$ cat src/shared/uoe_pkg.sv
/*
  constants for the usb otg status and bus event block: register offsets,
  field positions, reset values and timing counts.
  assumes a 250 mhz pclk and a 32-bit apb register bus.
*/
`default_nettype none
package uoe_pkg;
  // clock
  localparam int CLK_PERIOD_PS = 4000;
  // documented times in their own units
  localparam int T_BUS_EVT_NS  = 2500;  // attach, resume, reset hold time
  localparam int T_LINE_MS     = 1;     // line state debounce
  localparam int T_SLEEP_MS    = 3;     // idle before sleep
  // derived cycle counts, least times rounded up
  localparam int CYC_BUS_EVT   = (T_BUS_EVT_NS * 1000 + CLK_PERIOD_PS - 1) / CLK_PERIOD_PS;
  // reckoned per millisecond first: three ms in picoseconds would overflow an int
  localparam int CYC_PER_MS    = (1000000000 + CLK_PERIOD_PS - 1) / CLK_PERIOD_PS;
  localparam int CYC_LINE_MS   = T_LINE_MS * CYC_PER_MS;
  localparam int CYC_SLEEP     = T_SLEEP_MS * CYC_PER_MS;
  localparam int CNT_W         = 20;    // holds the sleep count

  // register byte offsets
  localparam logic [7:0] OFS_OTG_CHG    = 8'h10;
  localparam logic [7:0] OFS_OTG_STAT   = 8'h18;
  localparam logic [7:0] OFS_OTG_CTL    = 8'h1C;
  localparam logic [7:0] OFS_BUS_ISTAT  = 8'h80;
  localparam logic [7:0] OFS_BUS_IEN    = 8'h84;

  // otg status and change flag fields
  localparam int B_ID     = 7;
  localparam int B_MS     = 6;
  localparam int B_LINE   = 5;
  localparam int B_BSV    = 3;
  localparam int B_BSE    = 2;
  localparam int B_AVV    = 0;
  localparam logic [7:0] OTG_STAT_MASK = 8'hED;

  // otg control fields
  localparam int B_DPH    = 7;
  localparam int B_DMH    = 6;
  localparam int B_DPL    = 5;
  localparam int B_DML    = 4;
  localparam int B_VBON   = 3;
  localparam int B_OTGEN  = 2;
  localparam int B_VBCHG  = 1;
  localparam int B_VBDIS  = 0;

  // bus event flag fields
  localparam int B_STALL  = 7;
  localparam int B_ATTACH = 6;
  localparam int B_RESUME = 5;
  localparam int B_SLEEP  = 4;
  localparam int B_TOKEN_COMPLETE  = 3;
  localparam int B_SOF    = 2;
  localparam int B_ERROR  = 1;
  localparam int B_RESET  = 0;

  // reset values
  localparam logic [7:0] RST_OTG_CTL = 8'h00;
  localparam logic [7:0] RST_ISTAT   = 8'h00;
  localparam logic [7:0] RST_IEN     = 8'h00;
  localparam logic [7:0] RST_OTG_CHG = 8'h00;
endpackage : uoe_pkg
`default_nettype wire

$ cat src/shared/uoe_line_if.sv
/*
  carrier between the register top and the line monitor: clean line levels
  in, bus event pulses and debounced line state out.
  assumes both ends run on pclk.
*/
`timescale 1ns/1ps
`default_nettype none
interface uoe_line_if;
  logic dp;           // filtered d+ level
  logic dm;           // filtered d- level
  logic host_mode;    // controller in host mode
  logic attach_p;     // attach seen, one cycle
  logic resume_p;     // k held, one cycle
  logic reset_p;      // se0 held, one cycle
  logic sleep_p;      // idle held, one cycle
  logic line_stable;  // line state steady for the debounce time
  logic line_chg_p;   // debounced state differs from last one
  modport ctl (output dp, dm, host_mode,
               input attach_p, resume_p, reset_p, sleep_p, line_stable, line_chg_p);
  modport mon (input dp, dm, host_mode,
               output attach_p, resume_p, reset_p, sleep_p, line_stable, line_chg_p);
endinterface : uoe_line_if
`default_nettype wire

$ cat src/rtl/uoe_line_mon.sv
/*
  line monitor: one saturating quiet counter measures how long the bus has
  held its present state and fires the timed bus events from it.
  assumes dp and dm are already synchronised to pclk.
*/
`timescale 1ns/1ps
`default_nettype none
module uoe_line_mon
  import uoe_pkg::*;
#(
  parameter int EVT_CYC   = CYC_BUS_EVT,  // 2.5 us hold
  parameter int LINE_CYC  = CYC_LINE_MS,  // 1 ms debounce
  parameter int SLEEP_CYC = CYC_SLEEP     // 3 ms idle
) (
  input  wire logic pclk,     // bus clock
  input  wire logic presetn,  // async reset, low
  uoe_line_if.mon   lif       // line levels and events
);
  logic [1:0]       state_ff;     // {dp,dm} last cycle
  logic [CNT_W-1:0] quiet_ff;     // cycles since last change
  logic [1:0]       last_deb_ff;  // last debounced state
  logic [1:0]       cur;
  logic             changed;
  logic             is_j;
  logic             is_k;
  logic             is_se0;

  // full-speed polarity: j is d+ high
  assign cur     = {lif.dp, lif.dm};
  assign changed = (cur != state_ff);
  assign is_j    = (cur == 2'b10);
  assign is_k    = (cur == 2'b01);
  assign is_se0  = (cur == 2'b00);

  // quiet counter, restarted by any transition; saturates so events fire once
  always_ff @(posedge pclk or negedge presetn) begin
    if (!presetn) begin
      state_ff <= 2'h0;
      quiet_ff <= '0;
    end else begin
      state_ff <= cur;
      if (changed) begin
        quiet_ff <= '0;
      end else if (quiet_ff != {CNT_W{1'b1}}) begin
        quiet_ff <= quiet_ff + 1'b1;
      end
    end
  end

  // timed events fire on the one cycle the count passes its figure
  always_ff @(posedge pclk or negedge presetn) begin
    if (!presetn) begin
      lif.attach_p <= 1'b0;
      lif.resume_p <= 1'b0;
      lif.reset_p  <= 1'b0;
      lif.sleep_p  <= 1'b0;
    end else begin
      lif.attach_p <= !changed && lif.host_mode && !is_se0
                      && quiet_ff == CNT_W'(EVT_CYC - 1);
      lif.resume_p <= !changed && is_k && quiet_ff == CNT_W'(EVT_CYC - 1);
      // once per se0 episode: the count only passes the figure again after a change
      lif.reset_p  <= !changed && is_se0 && quiet_ff == CNT_W'(EVT_CYC - 1);
      lif.sleep_p  <= !changed && is_j && quiet_ff == CNT_W'(SLEEP_CYC - 1);
    end
  end

  // debounced line state and its change flag
  always_ff @(posedge pclk or negedge presetn) begin
    if (!presetn) begin
      lif.line_stable <= 1'b0;
      lif.line_chg_p  <= 1'b0;
      last_deb_ff     <= 2'h0;
    end else begin
      lif.line_stable <= !changed && quiet_ff >= CNT_W'(LINE_CYC - 1);
      lif.line_chg_p  <= 1'b0;
      if (!changed && quiet_ff == CNT_W'(LINE_CYC - 1)) begin
        last_deb_ff <= cur;
        lif.line_chg_p <= (cur != last_deb_ff);
      end
    end
  end
endmodule // uoe_line_mon
`default_nettype wire

$ cat src/rtl/uoe_otg_top.sv
/*
  usb otg status, pull and vbus control, and bus event flags behind an apb
  slave. holds the otg change flags, otg status, otg control, bus event
  flags and bus event enables.
  assumes the rest of the controller delivers one-cycle event pulses on
  pclk, and that cable pins and comparators are asynchronous to pclk.
*/
// Our own choice: the APB slave port.
`timescale 1ns/1ps
`default_nettype none
module uoe_otg_top
  import uoe_pkg::*;
#(
  parameter int LINE_CYC  = CYC_LINE_MS,  // 1 ms in cycles
  parameter int SLEEP_CYC = CYC_SLEEP     // 3 ms in cycles
) (
  input  wire logic        pclk,                // bus clock, 250 mhz
  input  wire logic        presetn,             // async reset, low
  input  wire logic        psel,                // apb select
  input  wire logic        penable,             // apb access phase
  input  wire logic        pwrite,              // apb direction
  input  wire logic [7:0]  paddr,               // apb byte address
  input  wire logic [31:0] pwdata,              // apb write data
  output logic      [31:0] prdata,              // apb read data
  output logic             pready,              // apb ready
  output logic             pslverr,             // apb error, unmapped
  input  wire logic        usb_dp_in,           // d+ receiver level
  input  wire logic        usb_dm_in,           // d- receiver level
  input  wire logic        cable_identity,      // id pin, high no cable or b
  input  wire logic        b_session_valid,     // comparator
  input  wire logic        b_session_end,       // comparator
  input  wire logic        a_vbus_valid,        // comparator
  input  wire logic        ctrl_enable,         // controller enabled
  input  wire logic        host_mode,           // controller in host mode
  input  wire logic        stall_evt,           // stall sent or seen
  input  wire logic        token_complete,      // token finished
  input  wire logic        sof_token_evt,       // sof token received
  input  wire logic        sof_threshold_evt,   // host sof threshold hit
  input  wire logic        error_status_evt,    // any error status set
  output logic             stat_advance,        // clear or load endpoint status
  output logic             dplus_pullup_en,     // d+ pull-up
  output logic             dminus_pullup_en,    // d- pull-up
  output logic             dplus_pulldown_en,   // d+ pull-down
  output logic             dminus_pulldown_en,  // d- pull-down
  output logic             vbus_drive_on,       // vbus supply on
  output logic             vbus_charge,         // vbus charge resistor
  output logic             vbus_discharge,      // vbus discharge resistor
  output logic             bus_event_irq        // enabled bus event pending
);
  localparam int NPIN = 6;

  uoe_line_if lif ();

  logic [NPIN-1:0] sync1_ff;        // first stage, read by second only
  logic [NPIN-1:0] sync2_ff;
  logic [NPIN-1:0] sync3_ff;
  logic [NPIN-1:0] pin_ff;          // accepted pin levels
  logic [7:0]      otg_ctl_ff;      // pull and vbus control
  logic [7:0]      otg_chg_ff;      // otg change flags
  logic [7:0]      istat_ff;        // bus event flags
  logic [7:0]      ien_ff;          // bus event enables
  logic [NPIN-1:0] prev_pin_ff;     // levels for change detection
  logic [CNT_W-1:0] ms_cnt_ff;      // millisecond divider
  logic            ms_lvl_ff;       // toggles every millisecond
  logic            ms_tick;
  logic            wr_en;
  logic            rd_setup;
  logic [7:0]      wmask;
  logic [7:0]      nxt_istat;
  logic [7:0]      istat_set;
  logic [7:0]      chg_set;
  logic [7:0]      stat_view;
  logic            id_s;
  logic            bsv_s;
  logic            bse_s;
  logic            avv_s;

  // three-stage sync; a level counts once stages two and three agree
  always_ff @(posedge pclk or negedge presetn) begin
    if (!presetn) begin
      sync1_ff <= '0;
      sync2_ff <= '0;
      sync3_ff <= '0;
      pin_ff   <= '0;
    end else begin
      sync1_ff <= {usb_dp_in, usb_dm_in, cable_identity, b_session_valid, b_session_end, a_vbus_valid};
      sync2_ff <= sync1_ff;
      sync3_ff <= sync2_ff;
      for (int i = 0; i < NPIN; i++) begin
        if (sync2_ff[i] == sync3_ff[i]) begin
          pin_ff[i] <= sync3_ff[i];
        end
      end
    end
  end

  assign id_s  = pin_ff[3];
  assign bsv_s = pin_ff[2];
  assign bse_s = pin_ff[1];
  assign avv_s = pin_ff[0];

  // line monitor sees the filtered data lines
  assign lif.dp        = pin_ff[5];
  assign lif.dm        = pin_ff[4];
  assign lif.host_mode = host_mode;

  uoe_line_mon #(
    .EVT_CYC   (CYC_BUS_EVT),
    .LINE_CYC  (LINE_CYC),
    .SLEEP_CYC (SLEEP_CYC)
  ) u_line_mon (
    .pclk    (pclk),
    .presetn (presetn),
    .lif     (lif.mon)
  );

  // free-running millisecond divider
  assign ms_tick = (ms_cnt_ff == CNT_W'(LINE_CYC - 1));
  always_ff @(posedge pclk or negedge presetn) begin
    if (!presetn) begin
      ms_cnt_ff <= '0;
      ms_lvl_ff <= 1'b0;
    end else if (ms_tick) begin
      ms_cnt_ff <= '0;
      ms_lvl_ff <= !ms_lvl_ff;
    end else begin
      ms_cnt_ff <= ms_cnt_ff + 1'b1;
    end
  end

  // apb decode: write lands at the access edge that sees pready high
  assign wr_en    = psel && penable && pready && pwrite;
  assign rd_setup = psel && !penable;
  assign wmask    = pwdata[7:0];  // upper write bits dropped

  // live otg status view
  always_comb begin
    stat_view         = 8'h00;
    stat_view[B_ID]   = id_s;
    stat_view[B_MS]   = ms_lvl_ff;
    stat_view[B_LINE] = lif.line_stable;
    stat_view[B_BSV]  = bsv_s;
    stat_view[B_BSE]  = bse_s;
    stat_view[B_AVV]  = avv_s;
  end

  // otg change sources: edges of the accepted levels, the millisecond tick and the line change pulse
  always_comb begin
    chg_set         = 8'h00;
    chg_set[B_ID]   = id_s  ^ prev_pin_ff[3];
    chg_set[B_MS]   = ms_tick;
    chg_set[B_LINE] = lif.line_chg_p;
    chg_set[B_BSV]  = bsv_s ^ prev_pin_ff[2];
    chg_set[B_BSE]  = bse_s ^ prev_pin_ff[1];
    chg_set[B_AVV]  = avv_s ^ prev_pin_ff[0];
  end

  // otg change flags, write one clears, a new event wins over the clear
  always_ff @(posedge pclk or negedge presetn) begin
    if (!presetn) begin
      otg_chg_ff  <= RST_OTG_CHG;
      prev_pin_ff <= '0;
    end else begin
      prev_pin_ff <= pin_ff;
      if (wr_en && paddr == OFS_OTG_CHG) begin
        otg_chg_ff <= ((otg_chg_ff & ~wmask) | chg_set) & OTG_STAT_MASK;
      end else begin
        otg_chg_ff <= (otg_chg_ff | chg_set) & OTG_STAT_MASK;
      end
    end
  end

  // otg control, all eight bits writable
  always_ff @(posedge pclk or negedge presetn) begin
    if (!presetn) begin
      otg_ctl_ff <= RST_OTG_CTL;
    end else if (wr_en && paddr == OFS_OTG_CTL) begin
      otg_ctl_ff <= wmask;
    end
  end

  // bus event enables
  always_ff @(posedge pclk or negedge presetn) begin
    if (!presetn) begin
      ien_ff <= RST_IEN;
    end else if (wr_en && paddr == OFS_BUS_IEN) begin
      ien_ff <= wmask;
    end
  end

  // bus event sources
  always_comb begin
    istat_set           = 8'h00;
    istat_set[B_STALL]  = stall_evt;
    istat_set[B_ATTACH] = lif.attach_p && host_mode;
    istat_set[B_RESUME] = lif.resume_p;
    istat_set[B_SLEEP]  = lif.sleep_p;
    istat_set[B_TOKEN_COMPLETE]  = token_complete;
    istat_set[B_SOF]    = host_mode ? sof_threshold_evt
                                    : sof_token_evt;
    istat_set[B_ERROR]  = error_status_evt;
    istat_set[B_RESET]  = lif.reset_p;
  end

  // flags clear on a written one; a same-cycle event keeps the flag set
  always_comb begin
    nxt_istat = istat_ff | istat_set;
    if (wr_en && paddr == OFS_BUS_ISTAT) begin
      nxt_istat = (istat_ff & ~wmask) | istat_set;
    end
  end

  always_ff @(posedge pclk or negedge presetn) begin
    if (!presetn) begin
      istat_ff      <= RST_ISTAT;
      bus_event_irq <= 1'b0;
      stat_advance  <= 1'b0;
    end else begin
      istat_ff      <= nxt_istat;
      bus_event_irq <= |(nxt_istat & ien_ff);
      // endpoint status moves on when software retires a done token
      stat_advance  <= wr_en && paddr == OFS_BUS_ISTAT
                       && wmask[B_TOKEN_COMPLETE] && istat_ff[B_TOKEN_COMPLETE];
    end
  end

  // pull resistor selection; otg enable is ignored while the controller is off
  always_ff @(posedge pclk or negedge presetn) begin
    if (!presetn) begin
      dplus_pullup_en    <= 1'b0;
      dminus_pullup_en   <= 1'b0;
      dplus_pulldown_en  <= 1'b0;
      dminus_pulldown_en <= 1'b0;
    end else if (ctrl_enable && otg_ctl_ff[B_OTGEN]) begin
      dplus_pullup_en    <= otg_ctl_ff[B_DPH];
      dminus_pullup_en   <= otg_ctl_ff[B_DMH];
      dplus_pulldown_en  <= otg_ctl_ff[B_DPL];
      dminus_pulldown_en <= otg_ctl_ff[B_DML];
    end else begin
      dplus_pullup_en    <= !host_mode;
      dminus_pullup_en   <= 1'b0;
      dplus_pulldown_en  <= host_mode && ctrl_enable;
      dminus_pulldown_en <= host_mode && ctrl_enable;
    end
  end

  // vbus controls follow their bits directly
  always_ff @(posedge pclk or negedge presetn) begin
    if (!presetn) begin
      vbus_drive_on  <= 1'b0;
      vbus_charge    <= 1'b0;
      vbus_discharge <= 1'b0;
    end else begin
      vbus_drive_on  <= otg_ctl_ff[B_VBON];
      vbus_charge    <= otg_ctl_ff[B_VBCHG];
      vbus_discharge <= otg_ctl_ff[B_VBDIS];
    end
  end

  // apb answer: data captured in setup, pready for exactly one access cycle
  always_ff @(posedge pclk or negedge presetn) begin
    if (!presetn) begin
      prdata  <= 32'h0000_0000;
      pready  <= 1'b0;
      pslverr <= 1'b0;
    end else if (rd_setup) begin
      pready  <= 1'b1;
      pslverr <= 1'b0;
      prdata  <= 32'h0000_0000;  // upper bits always zero
      case (paddr)
        OFS_OTG_CHG:   prdata[7:0] <= otg_chg_ff;
        OFS_OTG_STAT:  prdata[7:0] <= stat_view;
        OFS_OTG_CTL:   prdata[7:0] <= otg_ctl_ff;
        OFS_BUS_ISTAT: prdata[7:0] <= istat_ff;
        OFS_BUS_IEN:   prdata[7:0] <= ien_ff;
        default:       pslverr     <= 1'b1;
      endcase
    end else begin
      pready  <= 1'b0;
      pslverr <= 1'b0;
    end
  end
endmodule // uoe_otg_top
`default_nettype wire

$ cat config.mk
export PLATFORM = sky130hd
export DESIGN_NAME = uoe_otg_top
export DESIGN_NICKNAME = d
export VERILOG_FILES = /design/src/shared/uoe_pkg.sv /design/src/shared/uoe_line_if.sv /design/src/rtl/uoe_line_mon.sv /design/src/rtl/uoe_otg_top.sv
export SDC_FILE = /design/constraint.sdc
export NUM_CORES = 1
export LEC_CHECK = 0
export BUFFER_PORTS_ARGS = -buffer_cell sky130_fd_sc_hd__buf_2
export CORE_MARGIN = 4
export CORE_UTILIZATION = 48
export CTS_BUF_LIST = sky130_fd_sc_hd__clkbuf_8
export DETAILED_ROUTE_END_ITERATION = 10
export PLACE_DENSITY = 0.73
export SETUP_SLACK_MARGIN = 0.15
export SYNTH_ARGS = -nofsm -noshare
export SYNTH_HDL_FRONTEND = slang
export SYNTH_SLANG_ARGS = --single-unit
$ cat constraint.sdc
create_clock -name pclk -period 2.4 [get_ports pclk]
set_input_delay 0.12 -clock pclk [delete_from_list [all_inputs] [get_ports pclk]]
set_output_delay 0.12 -clock pclk [all_outputs]
set_load 0.01 [all_outputs]
==> flow_metrics.env, run 1 <==
export IMPL_status="finished, final reports clean"
export IMPL_core_um2=11520
export IMPL_ys_seq_area_frac=0.5609
export IMPL_layout_nets=648
export IMPL_p_per_area_nw_per_um2=638.4
export IMPL_wl_per_cell_um=16.24
export IMPL_start_util=0.4959
export IMPL_die_area_um2=13710
export IMPL_final_util=0.5768
export IMPL_min_period_ns=2.115
export IMPL_finalSetupViolCount=0
export IMPL_cap_violations=0
export IMPL_cp_top_family="simple AND/OR/NAND/NOR gates"
export IMPL_clockBufferDepth=2
export IMPL_path_class="flop to flop"
export IMPL_synth_area_top_cells="dfrtp_1, mux2_2, buf_4"
export IMPL_grt_pass1_vias=4106
export IMPL_ys_warn_count=0
export IMPL_synth_commonest_cells="dfrtp_1, nand2_1, nor2_1, buf_4, o21ai_0"
export IMPL_min_delay_path_class="primary input to flop"
export IMPL_syn_mean_instance_area_um2=11.38
export IMPL_crit_buf_inv=0
export IMPL_vias_per_cell=5.449
export IMPL_synth_edf_count=0
export IMPL_cts_max_level=4
export IMPL_yosysTopAreaCell="dfrtp_1"
export IMPL_grt_pass1_wl_um=19990
export IMPL_ant_nets=0
export IMPL_firstDrtPassIters=4
export IMPL_p_leak_uw=0.003140
export IMPL_critical_path_max_stage_delay_ns=0.47
export IMPL_dieHeight_um=117.1
export IMPL_antenna_found_initial=0
export IMPL_grt_max_degree=49
export IMPL_synthFlopType="dfrtp_1"
export IMPL_pre_cts_slack_ns=0.2428
export IMPL_hpwl_um=8378
export IMPL_path_cells="ha_1, and3_2, nand2_1, or4_4, nor2_4, mux2_1"
export IMPL_clock_skew_ns=0.008227
export IMPL_drc_errors=0
export IMPL_setup_tns_ns=0
export IMPL_hold_viol=0
export IMPL_nFillCells=979
export IMPL_ys_ff_latch=128
export IMPL_synthToLayoutAreaGrowth_pct=16.32
export IMPL_io_pins=101
export IMPL_max_freq_mhz=472.8
export IMPL_gp_congestion=0.9169
export IMPL_synth_distinct_cells=59
export IMPL_totalWireLength_um=12050
export IMPL_synthMostInstantiatedCell="dfrtp_1"
export IMPL_die_x_um=117.1
export IMPL_fp_row_count=39
export IMPL_via_count=4043
export IMPL_cp_start_kind="flop"
export IMPL_cpMaxStageDelayCell="or4_4"
export IMPL_post_cts_setup_buffer_count=0
export IMPL_worst_pin_slew_ns=0.5838
export IMPL_synth_area_um2=5710
export IMPL_diodes=0
export IMPL_cts_sink_count=128
export IMPL_synth_cells=502
export IMPL_clock_latency_ns=0.42
export IMPL_grt_overflow_total=0
export IMPL_io_buffers=52
export IMPL_drt_iter0_drc=242
export IMPL_setup_ws_ns=0.2850
export IMPL_cts_root_buffer_cell="clkbuf_8"
export IMPL_rsz0062_at_grt="false"
export IMPL_ir_drop_uv=484.2
export IMPL_clkTransAtPathRegs_ns=0.07
export IMPL_cts_tree="yes"
export IMPL_cts_buffers=17
export IMPL_worstPathRequired_ns=2.70
export IMPL_worst_path_max_fanout=6
export IMPL_timing_slew_headroom=0.6078
export IMPL_grt_usage=0.1896
export IMPL_crit_arrival_ns=2.41
export IMPL_finalCritPeriodShare=0.8812
export IMPL_yosysTopAreaCellShare=0.5609
export IMPL_async_flop_share=1.000
export IMPL_slew_violations=0
export IMPL_drive_above_1_share=0.2053
export IMPL_crit_path_end_kind="flop"
## metrics by stage
step           cells  instance area [µm²]  hold WS, ns  total power [µW]
2_1_floorplan    525                 5797      -0.1756              2426
3_3_place_gp     690                 6058      0.09010              2518
3_5_place_dp     690                 6058      0.09060              2528
4_1_cts          742                 6640      0.02637              4293
5_1_grt          742                 6643      0.04614              4428
6_report         742                 6643      0.05152              4240
## sequential cells by signal, indices dropped and copies added, names as in the netlist, 2 cells and up
register,count
u_line_mon.last_deb_ff,2
otg_ctl_ff,8
sync3_ff,6
sync1_ff,6
otg_chg_ff,6
ms_cnt_ff,20
pin_ff,6
prev_pin_ff,4
u_line_mon.state_ff,2
sync2_ff,6
u_line_mon.quiet_ff,20
istat_ff,8
prdata,8
ien_ff,8
## worst reg2reg max path: cells and delay by family, from the launching register on
family / cells / cell delay (ns)
flops: 1 / 0.43
mux: 1 / 0.34
fa+ha+maj: 1 / 0.24
simple gates: 4 / 0.98
## final timing paths
| path | startpoint | slack (ns) | end | cells after the start |
|---|---|---|---|---|
| worst max-delay path | u_line_mon.quiet_ff[1] | 0.29 | u_line_mon.last_deb_ff[0] | 6 |
| worst min-delay path | paddr[0] | 0.05 | pslverr | 3 |
| worst max register to register | u_line_mon.quiet_ff[1] | 0.29 | u_line_mon.last_deb_ff[0] | 6 |
| worst min register to register | sync1_ff[2] | 0.35 | sync2_ff[2] | 0 |
| max in group asynchronous | presetn | 1.50 | ms_cnt_ff[16] | 3 |
| min in group asynchronous | presetn | 0.19 | sync2_ff[1] | 2 |
## kinds of logic after synthesis
kind of cell	Yosys count	synth area share
AOI/OAI and AO/OA	78	0.09707
xor gates and xnor gates	36	0.05521
adders and majority gates	9	0.01709
buffers and inverters	52	0.05412
DFF	128	0.5609
muxes	21	0.04097
other	1	0.0006567
and+or+nand+nor	177	0.1740
## layout make-up
class	count	area, µm²	share of cell area
Multi-Input combinational cell	345	2286	0.3441
Clock buffer	18	247.7	0.03730
Inverter	13	48.80	0.007346
Tap cell	143	178.9	0.02694
Timing Repair Buffer	82	553.0	0.08325
Clock inverter	13	123.9	0.01865
Sequential cell	128	3204	0.4824
## report_power, final
part / switching [µW] / internal (µW) / total [µW] / leakage, µW
clock: 799 / 929 / 1730 / 0.000198
combinational: 159 / 103 / 262 / 0.00129
sequential: 44.6 / 2210 / 2250 / 0.00165
## routing by layer
layer	wire, µm	global-route usage	vias to the layer above
met5	0	0	-
met4	192	0.07187	0
met3	619	0.04576	14
met2	5890	0.3038	112
met1	5346	0.2522	1998
li1	-	-	1919
## placed cells by master, fill, tap and decap left out, drive strengths merged, types with 8 or more instances in the layout
cell type,n
dfrtp,128
buf,61
nand2,45
nor2,37
conb,24
o21ai,22
dlygate4sd3,21
xnor2,19
mux2,19
clkbuf,18
and3,18
nand3,18
xor2,17
inv,17
nand4,16
a21o,12
a21oi,8
## what timing repair did
item | 4_1_cts | 5_1_grt
hold buffers | 21 | 0
endpoints found under the setup margin | 0 | 2
resized for setup | 0 | 2
endpoints found under the hold margin | 62 | 0
Note: power is estimated with default switching activity, not from simulation.
==> inputs of run 2 (changes only) <==
--- a/config.mk
+++ b/config.mk
@@ -10,6 +10,7 @@
 export CORE_UTILIZATION = 48
 export CTS_BUF_LIST = sky130_fd_sc_hd__clkbuf_8
 export DETAILED_ROUTE_END_ITERATION = 10
+export MAX_ROUTING_LAYER = met4
 export PLACE_DENSITY = 0.73
 export SETUP_SLACK_MARGIN = 0.15
 export SYNTH_ARGS = -nofsm -noshare
==> run 2 against run 1 <==
Compared with the run above: fmax is essentially flat; die area unchanged; critical path depth did not move; routed wire length grew 0.83%; cell count increased by 0.27%; final area grew 1.5%; global-route usage increased by 0.74 points; core utilization grew 0.84 points.
==> flow_metrics.env, run 2 (synthesis results as in run 1) <==
export IMPL_endpoint="u_line_mon.last_deb_ff[1]"
export IMPL_grt_usage=0.1971
export IMPL_core_um2=11520
export IMPL_layout_common_cells="dfrtp_1, buf_2, nand2_1"
export IMPL_critical_path_max_stage_delay_ns=0.47
export IMPL_min_delay_path_class="primary input to flop"
export IMPL_finalCritPeriodShare=0.8815
export IMPL_clock_skew_ns=0.01056
export IMPL_timing_slew_headroom=0.5516
export IMPL_hpwl_um=8362
export IMPL_ant_nets=0
export IMPL_hold_viol=0
export IMPL_grt_overflow_total=0
export IMPL_wl_per_cell_um=16.33
export IMPL_cts_sink_count=128
export IMPL_gp_congestion=0.9249
export IMPL_drt_iter0_drc=275
export IMPL_start_util=0.4959
export IMPL_final_util=0.5852
export IMPL_crit_path_end_kind="flop"
export IMPL_cts_max_level=4
export IMPL_synthToLayoutAreaGrowth_pct=18.01
export IMPL_r2r_cells=6
export IMPL_io_buffers=52
export IMPL_p_leak_uw=0.003167
export IMPL_cts_tree="yes"
export IMPL_via_count=4088
export IMPL_path_class="flop to flop"
export IMPL_drc_errors=0
export IMPL_grt_pass1_wl_um=20180
export IMPL_drive_above_1_share=0.2080
export IMPL_clockBufferDepth=2
export IMPL_cap_violations=0
export IMPL_nFillCells=962
export IMPL_largest_registers="ms_cnt_ff (20), u_line_mon.quiet_ff (20)"
export IMPL_diodes=0
export IMPL_io_pins=101
export IMPL_crit_path_start="u_line_mon.quiet_ff[0]"
export IMPL_r2r_setup_slack_ns=0.28
export IMPL_die_x_um=117.1
export IMPL_finalSetupViolCount=0
export IMPL_die_area_um2=13710
export IMPL_worstReg2RegStart="u_line_mon.quiet_ff[0]"
export IMPL_ir_drop_uv=510.8
export IMPL_dieHeight_um=117.1
export IMPL_fp_row_count=39
export IMPL_grt_max_degree=56
export IMPL_totalWireLength_um=12150
export IMPL_firstDrtPassIters=5
export IMPL_worstPathRequired_ns=2.71
export IMPL_status="finished, final reports clean"
export IMPL_layout_nets=649
export IMPL_cts_buffers=17
export IMPL_r2r_end="u_line_mon.last_deb_ff[1]"
export IMPL_crit_arrival_ns=2.42
export IMPL_worst_path_max_fanout=6
export IMPL_max_freq_mhz=472.7
export IMPL_min_period_ns=2.116
export IMPL_p_per_area_nw_per_um2=680.3
export IMPL_worst_pin_slew_ns=0.6726
export IMPL_setup_tns_ns=0
export IMPL_cts_root_buffer_cell="clkbuf_8"
export IMPL_clock_latency_ns=0.43
export IMPL_slew_violations=0
export IMPL_vias_per_cell=5.495
export IMPL_post_cts_setup_buffer_count=0
export IMPL_clkTransAtPathRegs_ns=0.07
export IMPL_antenna_found_initial=0
export IMPL_path_cells="ha_1, and3_2, nand2_1, or4_4, nor2_4, mux2_1"
export IMPL_cpMaxStageDelayCell="or4_4"
export IMPL_rsz0062_at_grt="false"
export IMPL_layout_commonest_cell="dfrtp_1"
export IMPL_grt_pass1_vias=4124
export IMPL_cp_start_kind="flop"
## run 2: worst max-delay path, delay by kind of cell (launching register included)
family	cells	cell delay, ns
multiplexers	1	0.34
flip-flops	1	0.44
adder cells (fa/ha/maj)	1	0.23
AND/OR/NAND/NOR	4	0.98
## run 2: how the worst min path moves through the flow
stage                                  from             to  slack [ns]  cells after the start
after global placement              presetn    sync1_ff[0]        0.20                      1
after CTS                     sof_token_evt    istat_ff[2]       0.009                      3
final                         sof_token_evt    istat_ff[2]        0.04                      3
after global routing      sof_threshold_evt    istat_ff[2]        0.03                      3
after floorplan                     presetn  bus_event_irq       -0.18                      0
after detailed placement            presetn    sync2_ff[0]        0.21                      1
## run 2: final cells by class
type / count / area, µm² / share of cell area
inverters: 13 / 48.80 / 0.007241
clock inverters: 12 / 181.4 / 0.02692
multi-input cells: 345 / 2286 / 0.3392
well taps: 143 / 178.9 / 0.02655
clock buffers: 20 / 275.3 / 0.04085
flip-flops and latches: 128 / 3203 / 0.4753
repair buffers: 83 / 565.5 / 0.08392
## run 2: routing by layer
metal  vias up  track usage  share of wire
met5         -            -              0
met4         0      0.06728          0.012
met3        16      0.04679          0.051
met2       123       0.3132           0.50
met1      2018       0.2498           0.44
li1       1931            -              -
## run 2: per-stage QoR
| step | cells | total power, µW | area (µm²) | worst slack (ns) | hold slack, ns |
|---|---|---|---|---|---|
| after floorplan | 525 | 2426 | 5797 | 0.4669 | -0.1756 |
| after global placement | 689 | 2516 | 6051 | 0.3671 | 0.1988 |
| after detailed placement | 689 | 2532 | 6051 | 0.2888 | 0.2061 |
| after CTS | 744 | 4640 | 6738 | 0.2694 | 0.008834 |
| after global routing | 744 | 4779 | 6739 | 0.1629 | 0.03002 |
| final | 744 | 4584 | 6739 | 0.2843 | 0.03914 |
## run 2: report_power, final
part | switching (µW) | total (µW) | internal, µW | leakage (µW)
Clock | 851 | 2070 | 1220 | 0.000223
Combinational | 162 | 265 | 104 | 0.00129
Sequential | 43.5 | 2250 | 2200 | 0.00166
Total | 1060 | 4580 | 3530 | 0.00317
## run 2: repair_timing
item	4_1_cts	5_1_grt
hold buffers	23	0
resized for setup	0	1
endpoints found under the hold margin	88	0
setup endpoints to repair	0	2
==> inputs of run 3 (changes only) <==
--- a/config.mk
+++ b/config.mk
@@ -11,7 +11,7 @@
 export CTS_BUF_LIST = sky130_fd_sc_hd__clkbuf_8
 export DETAILED_ROUTE_END_ITERATION = 10
 export MAX_ROUTING_LAYER = met4
-export PLACE_DENSITY = 0.73
+export PLACE_DENSITY_LB_ADDON = 0.3
 export SETUP_SLACK_MARGIN = 0.15
 export SYNTH_ARGS = -nofsm -noshare
 export SYNTH_HDL_FRONTEND = slang
==> run 3 against run 2 <==
Compared with the run above: register-to-register slack is essentially flat; final area is 0.48% lower; power is 3.5% lower; combinational power about the same; worst setup slack lost 0.0019 ns; highest routed layer unchanged; clock-buffer cell count decreased by 2; first-iteration DRC count up 29%; core utilization down 0.28 points; routed wire length shrank 1.7%; critical path type unchanged; largest cell class unchanged; worst hold slack better by 0.0036 ns; via count fell by 0.20%.
==> flow_metrics.env, run 3 (synthesis results as in run 1) <==
export IMPL_cp_top_family="simple AND/OR/NAND/NOR gates"
export IMPL_crit_path_end_kind="flop"
export IMPL_io_buffers=52
export IMPL_slew_violations=0
export IMPL_cts_tree="yes"
export IMPL_fp_row_count=39
export IMPL_cts_sink_count=128
export IMPL_cts_resized=0
export IMPL_status="finished, final reports clean"
export IMPL_clock_latency_ns=0.43
export IMPL_p_per_area_nw_per_um2=659.8
export IMPL_totalWireLength_um=11950
export IMPL_path_cells="ha_1, and3_1, nand2_1, or4_4, nor2_4, mux2_1"
export IMPL_layout_nets=651
export IMPL_rsz0062_at_grt="false"
export IMPL_cap_violations=0
export IMPL_grt_pass1_wl_um=19990
export IMPL_grt_pass1_vias=4064
export IMPL_clock_skew_ns=0.01194
export IMPL_hpwl_um=8237
export IMPL_start_util=0.4959
export IMPL_ant_nets=0
export IMPL_cts_buffers=17
export IMPL_post_cts_setup_buffer_count=0
export IMPL_crit_buf_inv=0
export IMPL_clkTransAtPathRegs_ns=0.08
export IMPL_drt_iter0_drc=355
export IMPL_setup_tns_ns=0
export IMPL_synthToLayoutAreaGrowth_pct=17.44
export IMPL_layout_common_cells="dfrtp_1, buf_2, nand2_1"
export IMPL_grt_overflow_total=0
export IMPL_via_count=4080
export IMPL_drive_above_1_share=0.2090
export IMPL_wl_per_cell_um=16.01
export IMPL_firstDrtPassIters=5
export IMPL_diodes=0
export IMPL_dieHeight_um=117.1
export IMPL_nFillCells=954
export IMPL_grt_usage=0.1952
export IMPL_max_freq_mhz=472.2
export IMPL_p_leak_uw=0.003159
export IMPL_cts_hold_buf=22
export IMPL_largest_registers="ms_cnt_ff (20), u_line_mon.quiet_ff (20)"
export IMPL_min_period_ns=2.118
export IMPL_cp_start_kind="flop"
export IMPL_core_um2=11520
export IMPL_layout_commonest_cell="dfrtp_1"
export IMPL_worst_pin_slew_ns=0.6108
export IMPL_clockBufferDepth=2
export IMPL_min_delay_path_class="primary input to flop"
export IMPL_critical_path_max_stage_delay_ns=0.46
export IMPL_cts_max_level=4
export IMPL_pre_cts_slack_ns=0.3062
export IMPL_drc_errors=0
export IMPL_io_pins=101
export IMPL_hold_viol=0
export IMPL_setup_ws_ns=0.2824
export IMPL_cpMaxStageDelayCell="or4_4"
export IMPL_cts_root_buffer_cell="clkbuf_8"
export IMPL_vias_per_cell=5.469
export IMPL_die_x_um=117.1
export IMPL_timing_slew_headroom=0.5928
export IMPL_antenna_found_initial=0
export IMPL_gp_congestion=0.9068
export IMPL_crit_arrival_ns=2.43
export IMPL_die_area_um2=13710
export IMPL_worst_path_max_fanout=6
export IMPL_path_class="flop to flop"
export IMPL_finalSetupViolCount=0
export IMPL_worstPathRequired_ns=2.71
export IMPL_grt_max_degree=50
export IMPL_finalCritPeriodShare=0.8823
export IMPL_ir_drop_uv=621.6
==> run 3: changes by cell type in the layout (fill, tap and decap cells not counted), sizes merged <==
cell and delta:
clkbuf -2, inv +2, clkinvlp +1, buf +3, bufinv -1, dlygate4sd3 -1
==> run 3: worst paths after layout <==
check	start	slack (ns)	to	depth (start not counted)
worst max-delay path	u_line_mon.quiet_ff[0]	0.28	u_line_mon.last_deb_ff[0]	6
worst min-delay path	sof_threshold_evt	0.04	istat_ff[2]	3
worst max register to register	u_line_mon.quiet_ff[0]	0.28	u_line_mon.last_deb_ff[0]	6
worst min register to register	sync1_ff[4]	0.36	sync2_ff[4]	0
max in group asynchronous	presetn	1.46	u_line_mon.lif.sleep_p	3
min in group asynchronous	presetn	0.24	sync2_ff[0]	2
==> run 3: per-stage QoR <==
stage	hold WS, ns	power [µW]	std cells	util	cell area, µm²
final	0.04274	4425	746	0.5824	6706
after global routing	0.03172	4599	746	0.5824	6706
after CTS	0.01541	4467	746	0.5824	6706
after detailed placement	0.1796	2528	692	0.5274	6073
after global placement	0.1671	2518	692	0.5274	6073
after floorplan	-0.1756	2426	525	-	5797
==> run 3: layer usage <==
metal  vias up  wire [µm]  GRT usage
met4         0        230    0.08257
met2       117       5668     0.2912
met5         -          0          -
met1      2022       5511     0.2586
li1       1923          -          -
met3        18        536    0.04422
==> run 3: power by group <==
group / total [µW] / internal, µW / switching, µW
registers: 2250 / 2200 / 43.8
clock network: 1910 / 1050 / 863
logic: 262 / 102 / 160
total: 4430 / 3360 / 1070
==> run 3: worst register-to-register path, cell delays in order (launching register included) <==
cell,delay (ns)
dfrtp_1,0.44
ha_1,0.23
and3_1,0.28
nand2_1,0.10
or4_4,0.46
nor2_4,0.16
mux2_1,0.33
==> run 3: cell type report <==
class / instances / area [µm²] / share of cell area
tap: 143 / 178.9 / 0.02668
sequential: 128 / 3203 / 0.4776
multi-input combinational: 345 / 2285 / 0.3407
clock buffer: 18 / 247.7 / 0.03694
clock inverter: 14 / 165.2 / 0.02463
inverter: 13 / 48.80 / 0.007276
timing repair buffer: 85 / 578.1 / 0.08619
